[src/verilog/dsc_regs_map.vh]
// register offsets, field positions, reset values and timing for the span config bank
`ifndef DSC_REGS_MAP_VH
`define DSC_REGS_MAP_VH

`define DSC_ADDR_W 7
`define DSC_OFF_ALARM_MASK 7'h16
`define DSC_OFF_ERROR_FLAGS 7'h17
`define DSC_OFF_POWER_DOWN 7'h18
`define DSC_OFF_SPAN_PRESET 7'h19
`define DSC_OFF_OFFSET_LOW 7'h1B
`define DSC_OFF_CUSTOM_GAIN 7'h1C

`define DSC_RST_ERROR_FLAGS 8'h01
`define DSC_RST_ALARM_MASK 8'h00
`define DSC_RST_POWER_DOWN 8'h00
`define DSC_RST_SPAN_PRESET 8'h00
`define DSC_RST_OFFSET_LOW 8'h00
`define DSC_RST_CUSTOM_GAIN 8'h00

`define DSC_ERR_RESET_DONE 0
`define DSC_ERR_MEM_CHECK 4
`define DSC_ERR_STREAM_OVR 5
`define DSC_ERR_REF_LOW 6
`define DSC_ERR_IMPL_MASK 8'h71
`define DSC_MASK_IMPL 8'h7F

`define DSC_PD_SLEEP_BIT 4
`define DSC_PD_IMPL_MASK 8'h10
`define DSC_SPAN_IMPL_MASK 8'h0F
`define DSC_GAIN_IMPL_MASK 8'hFD

`define DSC_GAIN_CUSTOM_BIT 7
`define DSC_GAIN_SINK_HI 6
`define DSC_GAIN_SINK_LO 5
`define DSC_GAIN_SRC_HI 4
`define DSC_GAIN_SRC_LO 3
`define DSC_GAIN_SIGN_BIT 2
`define DSC_GAIN_OFS8_BIT 0

`define DSC_SPAN_0_2V5 4'h0
`define DSC_SPAN_0_5V 4'h1
`define DSC_SPAN_0_10V 4'h2
`define DSC_SPAN_PM5V 4'h3
`define DSC_SPAN_PM10V 4'h4

// initialization time after reset, in ns
`define DSC_INIT_TIME_NS 100
`define DSC_CLK_PERIOD_NS 5

`endif

[src/verilog/dsc_sync3.v]
// three-stage synchroniser with agreement-based change detection
`timescale 1ns/100ps
`default_nettype none
module dsc_sync3 #(
    parameter WIDTH = 1
) (
    input wire mclk,
    input wire reset,
    input wire [WIDTH-1:0] async_in,
    output reg [WIDTH-1:0] sync_out
);
    reg [WIDTH-1:0] stage1_ff;
    reg [WIDTH-1:0] stage2_ff;
    reg [WIDTH-1:0] stage3_ff;
    wire [WIDTH-1:0] nxt_sync;
    genvar i;

    always @(posedge mclk) begin
        if (reset) begin
            stage1_ff <= {WIDTH{1'b0}};
            stage2_ff <= {WIDTH{1'b0}};
            stage3_ff <= {WIDTH{1'b0}};
            sync_out <= {WIDTH{1'b0}};
        end else begin
            stage1_ff <= async_in;
            stage2_ff <= stage1_ff;
            stage3_ff <= stage2_ff;
            sync_out <= nxt_sync;
        end
    end

    // output follows only once the second and third stages agree
    generate
        for (i = 0; i < WIDTH; i = i + 1) begin : g_bit
            assign nxt_sync[i] = (stage2_ff[i] == stage3_ff[i]) ? stage3_ff[i] : sync_out[i];
        end
    endgenerate
endmodule
`default_nettype wire

[src/verilog/dsc_span_regs.v]
// error flags, power-down, span preset and custom span registers of the converter
`include "dsc_regs_map.vh"
`timescale 1ns/100ps
`default_nettype none
//
// Contract
// - error flags stay set until host writes one to the bit; zero leaves them
// - after reset initialization completes, reset-done flag sets so flags read 0x01
// - reset-done flag drives alarm active regardless of mask
// - reference-low indication sets flag bit 6
// - dual-mode streaming past end of converter map sets flag bit 5
// - background checksum corruption sets flag bit 4
// - power-down bit 4 puts the converter to sleep; reset value zero
// - span preset bits 3:0 select one of five output spans
// - custom offset only takes effect while custom span enable is set
// - gain bit 7 chooses preset span or custom offset and gain
// - gain bits 6:5 scale sink array codes by 1, 1/2, 1/4, 1/8
// - gain bits 4:3 scale source array codes with the same encoding
// - gain bit 2 gives offset sign, one is negative
// - offset is 9 bits: low byte register plus gain bit 0
// - each set alarm mask bit except bit 0 (reset-done) stops its error from asserting alarm
module dsc_span_regs #(
    parameter INIT_TIME_NS = `DSC_INIT_TIME_NS
) (
    input wire mclk,
    input wire reset,
    input wire reg_wr_en,
    input wire reg_rd_en,
    input wire [`DSC_ADDR_W-1:0] reg_addr,
    input wire [7:0] reg_wdata,
    output reg [7:0] reg_rdata,
    output wire reg_rvalid,
    input wire ref_low_pin,
    input wire stream_overrun_flag,
    input wire mem_check_error,
    output wire alarm_n,
    output reg converter_sleep,
    output reg [3:0] span_preset_select,
    output reg custom_span_enable,
    output reg [1:0] sink_array_scale,
    output reg [1:0] source_array_scale,
    output reg offset_sign,
    output reg [8:0] offset_applied,
    output reg [3:0] sink_array_shift,
    output reg [3:0] source_array_shift,
    output wire init_done
);
    localparam integer INIT_CYCLES = (INIT_TIME_NS + `DSC_CLK_PERIOD_NS - 1) / `DSC_CLK_PERIOD_NS;
    localparam integer INIT_LIM = (INIT_CYCLES < 1) ? 1 : INIT_CYCLES;
    localparam [7:0] INIT_LAST = INIT_LIM[7:0];

    localparam ST_INIT = 1'b0;
    localparam ST_RUN = 1'b1;

    reg state_ff;
    reg nxt_state;
    reg [7:0] init_cnt_ff;
    reg [7:0] nxt_init_cnt;
    reg [7:0] err_flags_ff;
    reg [7:0] nxt_err_flags;
    reg [7:0] alarm_mask_ff;
    reg [7:0] power_down_ff;
    reg [7:0] span_preset_ff;
    reg [7:0] offset_low_ff;
    reg [7:0] custom_gain_ff;
    reg rvalid_ff;
    reg [7:0] set_ev;
    reg [7:0] clr_ev;
    reg [7:0] rd_mux;
    wire ref_low_sync;
    // level sensitive: the flag re-arms while the reference stays low
    wire ref_low_set;
    wire alarm_active;

    // maps a two-bit scale code to a right shift count of the array codes
    function [3:0] scale_to_shift;
        input [1:0] code;
        begin
            case (code)
                2'b00: scale_to_shift = 4'h0;
                2'b01: scale_to_shift = 4'h1;
                2'b10: scale_to_shift = 4'h2;
                2'b11: scale_to_shift = 4'h3;
                default: scale_to_shift = 4'h0;
            endcase
        end
    endfunction

    function is_write_to;
        input we;
        input [`DSC_ADDR_W-1:0] addr;
        input [`DSC_ADDR_W-1:0] target;
        begin
            is_write_to = we && (addr == target);
        end
    endfunction

    dsc_sync3 #(
        .WIDTH(1)
    ) u_ref_sync (
        .mclk(mclk),
        .reset(reset),
        .async_in(ref_low_pin),
        .sync_out(ref_low_sync)
    );

    // initialization sequencer after reset
    always @* begin
        nxt_state = state_ff;
        nxt_init_cnt = init_cnt_ff;
        case (state_ff)
            ST_INIT: begin
                if (init_cnt_ff == INIT_LAST - 8'h01) begin
                    nxt_state = ST_RUN;
                end else begin
                    nxt_init_cnt = init_cnt_ff + 8'h01;
                end
            end
            ST_RUN: begin
                nxt_init_cnt = init_cnt_ff;
            end
            default: begin
                nxt_state = ST_INIT;
                nxt_init_cnt = 8'h00;
            end
        endcase
    end

    always @(posedge mclk) begin
        if (reset) begin
            state_ff <= ST_INIT;
            init_cnt_ff <= 8'h00;
        end else begin
            state_ff <= nxt_state;
            init_cnt_ff <= nxt_init_cnt;
        end
    end

    assign init_done = (state_ff == ST_RUN);
    assign ref_low_set = ref_low_sync;

    // sticky flag update, a set in the same cycle as a clear wins
    always @* begin
        set_ev = 8'h00;
        set_ev[`DSC_ERR_RESET_DONE] = (state_ff == ST_INIT) && (nxt_state == ST_RUN);
        set_ev[`DSC_ERR_REF_LOW] = ref_low_set;
        set_ev[`DSC_ERR_STREAM_OVR] = stream_overrun_flag;
        set_ev[`DSC_ERR_MEM_CHECK] = mem_check_error;
        clr_ev = 8'h00;
        if (is_write_to(reg_wr_en, reg_addr, `DSC_OFF_ERROR_FLAGS)) begin
            clr_ev = reg_wdata & `DSC_ERR_IMPL_MASK;
        end
        nxt_err_flags = ((err_flags_ff & ~clr_ev) | set_ev) & `DSC_ERR_IMPL_MASK;
    end

    always @(posedge mclk) begin
        if (reset) begin
            err_flags_ff <= 8'h00;
        end else begin
            err_flags_ff <= nxt_err_flags;
        end
    end

    // read-write configuration registers
    always @(posedge mclk) begin
        if (reset) begin
            alarm_mask_ff <= `DSC_RST_ALARM_MASK;
            power_down_ff <= `DSC_RST_POWER_DOWN;
            span_preset_ff <= `DSC_RST_SPAN_PRESET;
            offset_low_ff <= `DSC_RST_OFFSET_LOW;
            custom_gain_ff <= `DSC_RST_CUSTOM_GAIN;
        end else begin
            if (is_write_to(reg_wr_en, reg_addr, `DSC_OFF_ALARM_MASK)) begin
                alarm_mask_ff <= reg_wdata & `DSC_MASK_IMPL;
            end
            if (is_write_to(reg_wr_en, reg_addr, `DSC_OFF_POWER_DOWN)) begin
                power_down_ff <= reg_wdata & `DSC_PD_IMPL_MASK;
            end
            if (is_write_to(reg_wr_en, reg_addr, `DSC_OFF_SPAN_PRESET)) begin
                span_preset_ff <= reg_wdata & `DSC_SPAN_IMPL_MASK;
            end
            if (is_write_to(reg_wr_en, reg_addr, `DSC_OFF_OFFSET_LOW)) begin
                offset_low_ff <= reg_wdata;
            end
            if (is_write_to(reg_wr_en, reg_addr, `DSC_OFF_CUSTOM_GAIN)) begin
                custom_gain_ff <= reg_wdata & `DSC_GAIN_IMPL_MASK;
            end
        end
    end

    // read data mux, unmapped addresses read zero
    always @* begin
        case (reg_addr)
            `DSC_OFF_ALARM_MASK: rd_mux = alarm_mask_ff;
            `DSC_OFF_ERROR_FLAGS: rd_mux = err_flags_ff;
            `DSC_OFF_POWER_DOWN: rd_mux = power_down_ff;
            `DSC_OFF_SPAN_PRESET: rd_mux = span_preset_ff;
            `DSC_OFF_OFFSET_LOW: rd_mux = offset_low_ff;
            `DSC_OFF_CUSTOM_GAIN: rd_mux = custom_gain_ff;
            default: rd_mux = 8'h00;
        endcase
    end

    always @(posedge mclk) begin
        if (reset) begin
            reg_rdata <= 8'h00;
            rvalid_ff <= 1'b0;
        end else begin
            rvalid_ff <= reg_rd_en;
            if (reg_rd_en) begin
                reg_rdata <= rd_mux;
            end
        end
    end

    assign reg_rvalid = rvalid_ff;

    // alarm: unmasked sticky flags, reset-done cannot be masked
    assign alarm_active = err_flags_ff[`DSC_ERR_RESET_DONE] |
        (|(err_flags_ff & ~alarm_mask_ff & `DSC_ERR_IMPL_MASK & 8'hFE));
    assign alarm_n = ~alarm_active;

    // decoded analog controls
    always @(posedge mclk) begin
        if (reset) begin
            converter_sleep <= 1'b0;
            span_preset_select <= 4'h0;
            custom_span_enable <= 1'b0;
            sink_array_scale <= 2'b00;
            source_array_scale <= 2'b00;
            offset_sign <= 1'b0;
            offset_applied <= 9'h000;
            sink_array_shift <= 4'h0;
            source_array_shift <= 4'h0;
        end else begin
            converter_sleep <= power_down_ff[`DSC_PD_SLEEP_BIT];
            span_preset_select <= span_preset_ff[3:0];
            custom_span_enable <= custom_gain_ff[`DSC_GAIN_CUSTOM_BIT];
            sink_array_scale <= custom_gain_ff[`DSC_GAIN_SINK_HI:`DSC_GAIN_SINK_LO];
            source_array_scale <= custom_gain_ff[`DSC_GAIN_SRC_HI:`DSC_GAIN_SRC_LO];
            offset_sign <= custom_gain_ff[`DSC_GAIN_SIGN_BIT];
            if (custom_gain_ff[`DSC_GAIN_CUSTOM_BIT]) begin
                // custom path: offset and gain scaling take effect
                offset_applied <= {custom_gain_ff[`DSC_GAIN_OFS8_BIT], offset_low_ff};
                sink_array_shift <= scale_to_shift(
                    custom_gain_ff[`DSC_GAIN_SINK_HI:`DSC_GAIN_SINK_LO]);
                source_array_shift <= scale_to_shift(
                    custom_gain_ff[`DSC_GAIN_SRC_HI:`DSC_GAIN_SRC_LO]);
            end else begin
                offset_applied <= 9'h000;
                sink_array_shift <= 4'h0;
                source_array_shift <= 4'h0;
            end
        end
    end
endmodule
`default_nettype wire

[config.mk]
export PLATFORM = sky130hd
export DESIGN_NAME = dsc_span_regs
export DESIGN_NICKNAME = d
export VERILOG_FILES = /design/src/verilog/dsc_sync3.v /design/src/verilog/dsc_span_regs.v
export VERILOG_INCLUDE_DIRS = /design/src /design/src/verilog
export SDC_FILE = /design/constraint.sdc
export NUM_CORES = 1
export LEC_CHECK = 0
export BUFFER_PORTS_ARGS = -buffer_cell sky130_fd_sc_hd__buf_2
export CAP_MARGIN = 20
export CORE_MARGIN = 2
export CORE_UTILIZATION = 49
export DETAILED_ROUTE_END_ITERATION = 8
export GPL_ROUTABILITY_DRIVEN = 0
export GPL_TIMING_DRIVEN = 0
export MAX_ROUTING_LAYER = met4
export PLACE_DENSITY = 0.75
export SLEW_MARGIN = 5
export SYNTH_ARGS = -nofsm -noshare
export SYNTH_HDL_FRONTEND = slang
export SYNTH_HIERARCHICAL = 1
export SYNTH_SLANG_ARGS = --single-unit
[constraint.sdc]
create_clock -name mclk -period 1.35 [get_ports mclk]
set_input_delay 0.0675 -clock mclk [delete_from_list [all_inputs] [get_ports mclk]]
set_output_delay 0.0675 -clock mclk [all_outputs]
set_load 0.01 [all_outputs]
Word level (Yosys, flattened, before mapping)
Cells that the tools add are included.
Storage, ports and cells
  word-level logic and storage cells: 68
  ROM bits: 0
  RAM bits: 0
  bits of input ports: 22
  bits in latches: 0
  output and inout port bits: 39
  memories kept: 0
  bits in registers: 81
Operators by class
  shift-type cells: 0
  reduce and logical (&&, ||, !) cells: 12
  $lt $le $gt $ge: 0
  muxes and demuxes: 8
  bitwise operators: 9
  $add $sub $neg: 1
  divide/modulo/power cells: 0
  $mul: 0
  equal/unequal tests: 15
Operator list (count)
  8-bit one-hot mux with 6 select lines: 1
  7-bit by 5-bit == test with 1-bit output (second input constant): 6
  4-bit one-hot mux with 4 select lines: 2
  8-bit 2-to-1 mux: 2
  7-bit AND: 2
  7-bit NOT: 2
  8-bit by 1-bit adder with 8-bit output (second input constant): 1
  2-bit == test (second input constant): 4
  8-bit by 5-bit == test with 1-bit output (second input constant): 1
  1-bit logical AND: 7
  7-bit 2-to-1 mux: 1
  7-bit OR: 1
  2-bit by 1-bit == test with 1-bit output (second input constant): 2
  2-bit zero test: 2
  1-bit NOT: 3
  3-bit OR reduction: 1
  1-bit 2-to-1 mux: 2
  2-bit inequality test (second input constant): 1
  2-bit AND reduction: 1
  2-bit OR reduction: 1
  1-bit == test: 1
  1-bit OR: 1

Depth between registers and ports, before layout
Gate-level depths: netlist of the first run.
  word-level depth: 6
  mapped depth: 6
  depth with buffers taken out: 5

Cells and area by module
The synthesis of the first run kept the hierarchy.
Modules (own cells, without submodules)
  dsc_span_regs: cells each 287, times used 1, sequential area each 1461.4 sq um, area an instance 2896.5 sq um
  dsc_sync3: cells each 10, times used 1, sequential area each 80.1 sq um, area an instance 112.6 sq um

Least setup slack after synthesis of the first run
OpenSTA, ideal clock, no wires.
  kind: reg-to-reg
  start point: register init_cnt_ff[0]
  end point: register init_cnt_ff[1]
  required time: 1.222 ns
  setup time: 0.128 ns
  cell stages (with the launch flop): 6
  path buffers: 0
  slack: -0.080 ns
  data arrival time: 1.302 ns
  period minus slack after synthesis: 1.430 ns
  cell sequence: dfxtp_1 > ha_1 > nor4b_1 > a21oi_1 > mux2i_1 > nor2_1
Between the ends
  longest elaborated chain between the ends: 3
  elaborated cells between the ends (all ways): 6
  classes of those cells: add/sub: 1; eq/ne: 2; mux: 2; reduce/logical: 1
RTL lines
  start, declared: line dsc_span_regs.v:57  | reg [7:0] init_cnt_ff;
  start signal, assigned: line dsc_span_regs.v:135  | init_cnt_ff <= nxt_init_cnt;
  8-bit by 1-bit adder with 8-bit output or 8-bit by 5-bit == test with 1-bit output (tied branches): line dsc_span_regs.v:116, dsc_span_regs.v:113
  8-bit 2-to-1 mux or 2-bit inequality test (tied branches)
  8-bit 2-to-1 mux or 2-bit AND reduction (tied branches)
Parallel ways exist; a longest one is shown, timed or not. The select of a mux whose other input is x is not followed.
A chain may end at the register's enable or synchronous reset.

Worst setup path in the final report of the first run
  start point: register init_cnt_ff[0]
  end point: register init_cnt_ff[2]
Same word-level chain as after synthesis.

==> results of run 1 <==
cell families (layout without fill, tap and decap cells):
| family | Yosys count | count (layout) | share of synthesized area |
|---|---|---|---|
| and+or+nand+nor | 120 | 120 | 0.229 |
| DFF | 77 | 77 | 0.512 |
| AOI/OAI and AO/OA | 37 | 37 | 0.0815 |
| muxes | 33 | 33 | 0.110 |
| buffers and inverters | 21 | 103 | 0.0412 |
| xor gates and xnor gates | 7 | 7 | 0.0204 |
| adders and majority gates | 1 | 1 | 0.00416 |
| other | 1 | 4 | 0.00125 |
timing repair:
action	CTS	global route
gates resized for setup	7	8
setup buffers	0	1
hold buffers	9	0
endpoints found under the hold margin	14	0
setup endpoints to repair	5	13
pin swaps	1	5
stage by stage:
stage | setup TNS, ns | instances
finish | 0 | 457
global route | -0.210 | 457
CTS | 0 | 456
detailed placement | -1.82 | 431
global placement | -1.51 | 431
floorplan | 0 | 300
cell usage after synthesis (2+ instances only):
| master | number | area (sq um) |
|---|---|---|
| o22ai_1 | 4 | 25.0 |
| a22o_1 | 6 | 52.6 |
| a22oi_1 | 4 | 30.0 |
| buf_2 | 5 | 25.0 |
| mux2i_1 | 32 | 320 |
| o21ai_0 | 2 | 10.0 |
| nand4b_1 | 4 | 35.0 |
| a21oi_1 | 13 | 65.1 |
| nor2_1 | 41 | 154 |
| and3_1 | 3 | 18.8 |
| nand2_1 | 5 | 18.8 |
| dfxtp_1 | 77 | 1540 |
| xor2_1 | 4 | 35.0 |
| xnor2_1 | 3 | 26.3 |
| nand2b_1 | 3 | 18.8 |
| nand3b_1 | 7 | 52.6 |
| nor3b_1 | 2 | 15.0 |
| and2_1 | 14 | 87.6 |
| and4b_1 | 3 | 30.0 |
| a211oi_1 | 2 | 15.0 |
| nor2b_1 | 18 | 113 |
| nand3_1 | 9 | 45.0 |
| clkbuf_1 | 6 | 22.5 |
| buf_4 | 4 | 30.0 |
| and2b_1 | 3 | 22.5 |
| inv_1 | 3 | 11.3 |
state kept, by name, summed over array words and instances (netlist names), 2 cells and up:
register            count
init_cnt_ff             8
alarm_mask_ff           7
sink_array_shift        2
source_array_scale      2
reg_rdata               8
offset_applied          9
offset_low_ff           8
span_preset_select      4
sink_array_scale        2
custom_gain_ff          7
source_array_shift      2
span_preset_ff          4
err_flags_ff            4
final timing paths:
kind,slack [ns],endpoint
max,0.01,init_cnt_ff[2]
min,0.02,custom_gain_ff[3]
max reg2reg,0.01,init_cnt_ff[2]
min reg2reg,0.45,u_ref_sync/stage2_ff
power by group:
part / internal [mW] / switching (mW) / total (mW)
Sequential: 2.29 / 0.0169 / 2.31
Clock: 1.24 / 0.801 / 2.04
Combinational: 0.116 / 0.151 / 0.267
cell type report:
class                   count  area share
plain buffers              18      0.0300
clock buffers              13      0.0471
clock inverters             3      0.0171
inverters                   3     0.00296
multi-input cells         202       0.371
flip-flops and latches     77       0.408
well taps                  75      0.0247
repair buffers             66      0.0994
metal layers:
metal  vias up  share of wire
met4         0          0.018
li1       1185              -
met3        11          0.061
met5         -              0
met1      1130           0.44
met2        64           0.48
critical path, delay by kind of cell (launching register included):
kind,cells,cell delay (ns)
compound gates,1,0.14
flops,1,0.37
fa+ha+maj,1,0.15
simple gates,2,0.37
xor+xnor,1,0.18
==> out/metrics.yaml, run 1 <==
route:
  drt-initial-drc-count: 135
  totalWireLength_microns: 6730
  vias_per_cell: 5.23
  ant_nets: 0
  drtPass1Iterations: 4
  num_vias: 2390
  routedWlPerCell_microns: 14.7
  drc_errors: 0
yosys:
  ys_ff_latch: 77
  syn_area_sq_um: 3010
  synth_cell_types: 46
  synth-edff-count: 0
  yosysSeqAreaShare: 0.512
  synth-async-reset-ratio: 0
  synthCells: 297
  synth_warnings: 6
  synthFlopType: "dfxtp_1"
  synth_area_per_cell_sq_um: 10.1
cells_and_area:
  post-route-cell-area_sq_um: 3800
  final_cell_mix: "dfxtp_1 (74), buf_2 (61), nor2_1 (41), mux2i_1 (32), nor2b_1 (18)"
  fill_cells: 500
  num_antenna_cells: 0
  layout_commonest_cell: "dfxtp_1"
  drive_gt1_frac: 0.262
  nets: 400
  multiInputGateArea_sq_um: 1410
  syn_to_final_growth_pct: 26.3
  final_core_util: 0.642
  final-seq-area_sq_um: 1550
clock_network:
  cts_tree: "built"
  clk_pin_slew_ns: 0.08
  cts.path.max_buffers: 2
  root_buffer: "clkbuf_8"
  htree_levels: 3
  clkLatencyLatePin_ns: 0.35
  cts_made_buffers: 9
  cts_sinks: 77
die:
  dieArea_sq_um: 6780
  start_util: 0.508
  fp-row-count: 28
  die_x_microns: 82.4
  coreArea_sq_um: 5920
  die_h_microns: 82.4
  pin_count: 61
grt:
  grtUsageTotal: 0.219
  grt_pass1_wl_microns: 10500
  gr-usage-met2: 0.337
  use_met3: 0.0511
  grt_pass1_vias: 2170
  grt_max_degree: 13
  gr-total-overflow: 0
  busiest_layer: "met2"
  antenna_found_initial: 0
  met1_usage: 0.270
placed_design:
  placed_area_sq_um: 3400
  pre_cts_slack_ns: -0.122
  portBuffers: 56
  dpl.hpwl_microns: 4740
worst_hold_path:
  min_from: "reg_wdata[3]"
  worstHoldPathCells: 3
  hp-class: "in -> reg"
timing:
  fin_crit_ns: 1.34
  hold_slack_ns: 0.0201
  tightestPinTransition_ns: 0.572
  rsz0062_at_grt: "true"
  finalHoldViolations: 0
  skew_ns: 0.00631
  slew_headroom: 0.618
  worst_slack_ns: 0.0129
  fin_crit_sh: 0.990
  max_freq_mhz: 748
  slew_violations: 0
  finalSetupViolations: 0
setup_path:
  crit_slowest_cell: "dfxtp_4"
  path_class: "reg -> reg"
  cpPeakStageDelay_ns: 0.37
  path_max_fanout: 4
  worstRegToRegCells: 5
  cp.required_ns: 1.57
  startpoint_type: "flop"
  r2r_start: "init_cnt_ff[0]"
  endpoint_kind: "flop"
  cp_cell_sequence: "ha_4 > nor4b_4 > a211oi_2 > xnor2_1 > nor2_1"
  crit_start: "init_cnt_ff[0]"
  critPathArrivalTime_ns: 1.56
power_and_ir_drop:
  power_mw: 4.62
  powerDensity_nw_per_um2: 1210
  ir_worst_vdd_v: 0.000600
  leakagePower_nw: 1.74
outcome:
  outcome: "finished clean"
flow_run:
  cap_violations: 0
Note: power is estimated with default switching activity, not from simulation.
==> inputs of run 2 (changes only) <==
--- a/config.mk
+++ b/config.mk
@@ -12,7 +12,7 @@
 export CORE_UTILIZATION = 49
 export DETAILED_ROUTE_END_ITERATION = 8
 export GPL_ROUTABILITY_DRIVEN = 0
-export GPL_TIMING_DRIVEN = 0
+export GPL_TIMING_DRIVEN = 1
 export MAX_ROUTING_LAYER = met4
 export PLACE_DENSITY = 0.75
 export SLEW_MARGIN = 5
==> run 2 against run 1 <==
Against the previous run:
- global-route usage shrank 1.1 points
- sequential cell count stayed put
- routed wire length fell by 2.8%
- clock power up 3%
- critical path type unchanged
- highest routed layer unchanged
==> out/metrics.yaml, run 2 (same netlist as run 1, synthesis figures left out) <==
cells_and_area:
  largest_reg_flops: 9
  final_cell_mix: "dfxtp_1 (74), buf_2 (56), nor2_1 (41), mux2i_1 (32), buf_4 (19)"
  syn_to_final_growth_pct: 26.1
  regMostFlops: "offset_applied"
  num_antenna_cells: 0
  drive_gt1_frac: 0.274
  final-seq-area_sq_um: 1550
  nets: 398
  multiInputGateArea_sq_um: 1400
  instances_no_fill: 454
  post-route-cell-area_sq_um: 3790
  fill_cells: 496
  layout_commonest_cell: "dfxtp_1"
setup_path:
  cpPeakStageDelay_ns: 0.36
  endpoint_kind: "flop"
  cp_num_buf_inv: 0
  crit_slowest_cell: "dfxtp_1"
  cp.required_ns: 1.61
  startpoint_type: "flop"
  path_max_fanout: 3
  critPathArrivalTime_ns: 1.52
  cp_cell_sequence: "nor4bb_1 > a31oi_1 > a21bo_2 > a211oi_1"
  path_class: "reg -> reg"
  critPathTopFamily: "compound AO/OA/AOI/OAI gates"
power_and_ir_drop:
  netSwitchingFraction: 0.203
  powerDensity_nw_per_um2: 1230
  pwr-share-seq: 0.494
  p_comb_frac: 0.055
  leakagePower_nw: 1.75
  ir_worst_vdd_v: 0.000736
  intPower_mw: 3.72
  power_mw: 4.67
  p_clk_frac: 0.450
  switchingPower_mw: 0.947
timing:
  fin_crit_sh: 0.940
  slew_violations: 0
  max_freq_mhz: 788
  worst_slack_ns: 0.0812
  rsz0062_at_grt: "false"
  setup_tns_ns: 0
  fin_crit_ns: 1.27
  finalSetupViolations: 0
  skew_ns: 0.00656
  finalHoldViolations: 0
clock_network:
  cts_made_buffers: 9
  clkLatencyLatePin_ns: 0.35
  htree_levels: 3
  cts_tree: "built"
  postCtsSetupBuffers: 0
  clk_pin_slew_ns: 0.08
  root_buffer: "clkbuf_8"
  cts.path.max_buffers: 2
  cts_sinks: 77
die:
  pin_count: 61
  die_x_microns: 82.4
  fp-row-count: 28
  die_h_microns: 82.4
  dieArea_sq_um: 6780
  coreArea_sq_um: 5920
  start_util: 0.508
grt:
  gr-total-overflow: 0
  grt_pass1_vias: 2134
  grtUsageTotal: 0.208
  antenna_found_initial: 0
  grt_pass1_wl_microns: 10100
  grt_max_degree: 28
route:
  routedWlPerCell_microns: 14.4
  drt-initial-drc-count: 167
  num_vias: 2331
  drtPass1Iterations: 4
  drc_errors: 0
  vias_per_cell: 5.13
  ant_nets: 0
  totalWireLength_microns: 6540
placed_design:
  portBuffers: 56
  placed_area_sq_um: 3430
  pre_cts_slack_ns: -0.00857
  dp.cells: 432
  dpl.hpwl_microns: 4720
flow_run:
  cap_violations: 0
outcome:
  outcome: "finished clean"
worst_hold_path:
  hp-class: "in -> reg"
run 2: cell types whose count changed in the layout (fill, tap and decap cells not counted), moves of 2 or more:
cell,delta
dlygate4sd3_1,-2
dfxtp_2,+2
clkbuf_1,-5
clkbuf_8,-2
dfxtp_4,-2
buf_4,+14
buf_2,-5
run 2: worst paths after layout:
| check | start | cells past startpoint | slack [ns] | end |
|---|---|---|---|---|
| worst max-delay path | span_preset_ff[0] | 4 | 0.08 | reg_rdata[0] |
| worst max register to register | span_preset_ff[0] | 4 | 0.08 | reg_rdata[0] |
| worst min register to register | u_ref_sync/stage1_ff | 1 | 0.45 | u_ref_sync/stage2_ff |
| worst min-delay path | reg_wdata[2] | 3 | 0.02 | alarm_mask_ff[2] |
run 2: layer usage:
metal / part of all wire / GRT usage
met5: 0 / -
met4: 0.019 / 0.108
met3: 0.049 / 0.0457
met2: 0.48 / 0.319
met1: 0.46 / 0.258
run 2: area by class of cell:
| class | instances | share of cell area |
|---|---|---|
| Timing Repair Buffer | 82 | 0.130 |
| Sequential cell | 77 | 0.407 |
| Tap cell | 75 | 0.0247 |
| Clock inverter | 4 | 0.0251 |
| Clock buffer | 11 | 0.0399 |
| Inverter | 3 | 0.00297 |
| Multi-Input combinational cell | 202 | 0.370 |
run 2: worst reg2reg max path, delay by kind of cell (launching register included):
| kind | cells | cell delay [ns] |
|---|---|---|
| compound gates | 3 | 0.52 |
| flops | 1 | 0.36 |
| simple gates | 1 | 0.30 |
run 2: power by group through the flow:
stage | Sequential [mW] | Combinational, mW | Clock, mW
2_1_floorplan | 2.35 | 0.138 | 0
3_3_place_gp | 2.36 | 0.228 | 0
3_5_place_dp | 2.36 | 0.231 | 0
4_1_cts | 2.30 | 0.249 | 2.14
5_1_grt | 2.31 | 0.283 | 2.23
6_report | 2.31 | 0.259 | 2.10
run 2: what timing repair did:
item                                    CTS  global route
gates resized for setup                   1             9
pin swaps                                 0             3
hold endpoints to repair                  9             0
endpoints found under the setup margin    1             4
hold buffers                              7             0
run 2: stage by stage:
step / hold slack [ns] / utilization
floorplan: 0.137 / -
global placement: 0.283 / 0.579
detailed placement: 0.285 / 0.579
CTS: 0.00354 / 0.634
global route: 0.0252 / 0.641
finish: 0.0159 / 0.641
==> inputs of run 3 (changes only) <==
--- a/config.mk
+++ b/config.mk
@@ -6,15 +6,15 @@
 export SDC_FILE = /design/constraint.sdc
 export NUM_CORES = 1
 export LEC_CHECK = 0
-export BUFFER_PORTS_ARGS = -buffer_cell sky130_fd_sc_hd__buf_2
+export BUFFER_PORTS_ARGS = -buffer_cell sky130_fd_sc_hd__clkbuf_2
 export CAP_MARGIN = 20
 export CORE_MARGIN = 2
-export CORE_UTILIZATION = 49
+export CORE_UTILIZATION = 54
 export DETAILED_ROUTE_END_ITERATION = 8
 export GPL_ROUTABILITY_DRIVEN = 0
 export GPL_TIMING_DRIVEN = 1
 export MAX_ROUTING_LAYER = met4
-export PLACE_DENSITY = 0.75
+export PLACE_DENSITY = 0.79
 export SLEW_MARGIN = 5
 export SYNTH_ARGS = -nofsm -noshare
 export SYNTH_HDL_FRONTEND = slang
==> constraint.sdc (replaced) <==
create_clock -name mclk -period 1.2 [get_ports mclk]
set_input_delay 0.06 -clock mclk [delete_from_list [all_inputs] [get_ports mclk]]
set_output_delay 0.06 -clock mclk [all_outputs]
set_load 0.01 [all_outputs]
==> run 3 against run 2 <==
Against the previous run:
- the flow now finishes with violations (setup timing)
- final area up 3.8%
- power up 7.7%
- first-iteration DRC count up 20%
- global-route usage up 1.9 points
- register-to-register slack worse by 0.13 ns
- die area down 8.8%
- utilization up 8.3 points
- worst setup slack worse by 0.13 ns
- sequential share of layout area down 1.3 points
- hold slack better by 0.0015 ns
- fmax up 1.9%
- critical endpoint is now init_cnt_ff[2]
==> out/metrics.yaml, run 3 (same netlist as run 1, synthesis figures left out) <==
outcome:
  outcome: "complete, but fails checks"
  violations: "setup timing"
timing:
  worst_slack_ns: -0.0445
  fin_crit_ns: 1.24
  skew_ns: 0.00639
  slew_violations: 0
  fin_crit_sh: 1.04
  finalHoldViolations: 0
  max_freq_mhz: 804
  rsz0062_at_grt: "true"
  finalSetupViolations: 5
  setup_tns_ns: -0.122
route:
  totalWireLength_microns: 6780
  ant_nets: 0
  drt-initial-drc-count: 200
  drc_errors: 0
  routedWlPerCell_microns: 14.5
  drtPass1Iterations: 4
  num_vias: 2449
  vias_per_cell: 5.24
cells_and_area:
  post-route-cell-area_sq_um: 3940
  largest_reg_flops: 9
  syn_to_final_growth_pct: 30.9
  layout_commonest_cell: "dfxtp_1"
  final_cell_mix: "dfxtp_1 (67), clkbuf_2 (55), nor2_1 (41), buf_4 (38), mux2i_1 (32)"
  nets: 415
  drive_gt1_frac: 0.349
  final_core_util: 0.724
  num_antenna_cells: 0
  regMostFlops: "offset_applied"
clock_network:
  htree_levels: 3
  clkLatencyLatePin_ns: 0.34
  clk_pin_slew_ns: 0.07
  cts_sinks: 77
  cts_tree: "built"
  cts.path.max_buffers: 2
  cts_made_buffers: 9
  root_buffer: "clkbuf_8"
die:
  start_util: 0.553
  dieArea_sq_um: 6190
  pin_count: 61
  coreArea_sq_um: 5440
  die_h_microns: 78.7
  die_x_microns: 78.7
  fp-row-count: 27
grt:
  grt_pass1_vias: 2279
  gr-total-overflow: 0
  grt_pass1_wl_microns: 10500
  grt_max_degree: 25
  antenna_found_initial: 0
  grtUsageTotal: 0.228
setup_path:
  path_max_fanout: 3
  endpoint_kind: "flop"
  path_class: "reg -> reg"
  critPathArrivalTime_ns: 1.48
  startpoint_type: "flop"
  cp.required_ns: 1.43
power_and_ir_drop:
  leakagePower_nw: 1.81
  powerDensity_nw_per_um2: 1280
  ir_worst_vdd_v: 0.000771
flow_run:
  cap_violations: 0
worst_hold_path:
  hp-class: "in -> reg"
placed_design:
  placed_area_sq_um: 3580
  dpl.hpwl_microns: 4800
  portBuffers: 56
[run 3: worst max-delay path, stage by stage, from the launching register on]
cell and delay, ns:
dfxtp_2 0.35, ha_4 0.14, nor4b_4 0.29, a211oi_2 0.13, xnor2_1 0.17, nor2_1 0.06
[run 3: layer usage]
metal  global-route usage  up-vias  routed length (microns)
met5                    -        -                        0
met2                0.358       71                     3320
met4                0.111        0                      142
met1                0.270     1155                     2990
met3               0.0609       11                      329
li1                     -     1212                        -
[run 3: cell type report]
| type | instances | area, sq um |
|---|---|---|
| fill | 402 | 1500 |
| inverter | 3 | 11.3 |
| multi-input combinational | 202 | 1460 |
| sequential | 77 | 1550 |
| clock buffer | 10 | 138 |
| timing repair buffer | 99 | 616 |
| tap | 72 | 90.1 |
| clock inverter | 4 | 73.8 |
[run 3: worst paths after layout]
path / cells past startpoint / startpoint / end / slack [ns]
hold reg to reg: 1 / u_ref_sync/stage1_ff / u_ref_sync/stage2_ff / 0.45
setup / recovery: 5 / init_cnt_ff[0] / init_cnt_ff[2] / -0.04
hold / removal: 3 / reg_wdata[3] / span_preset_ff[3] / 0.02
setup reg to reg: 5 / init_cnt_ff[0] / init_cnt_ff[2] / -0.04
[run 3: per-stage QoR]
stage | cells | hold WS [ns] | worst slack [ns] | power, mW
2_1_floorplan | 300 | 0.129 | 0.0208 | 2.81
3_3_place_gp | 445 | 0.274 | -0.0935 | 2.95
3_5_place_dp | 445 | 0.281 | -0.109 | 2.96
4_1_cts | 465 | 0.00876 | -0.0571 | 5.05
5_1_grt | 467 | 0.0178 | -0.127 | 5.20
6_report | 467 | 0.0174 | -0.0445 | 5.03
[run 3: where the power goes]
| group | switching (mW) | internal, mW | total [mW] |
|---|---|---|---|
| clock | 0.894 | 1.21 | 2.10 |
| combinational | 0.177 | 0.161 | 0.337 |
| sequential | 0.0167 | 2.58 | 2.59 |
| total | 1.09 | 3.94 | 5.03 |
[run 3: repair_timing]
item	CTS	global route
pin swaps	6	9
setup endpoints to repair	7	9
hold endpoints to repair	7	0
hold buffers	5	0
resized for setup	7	15
setup buffers	1	2
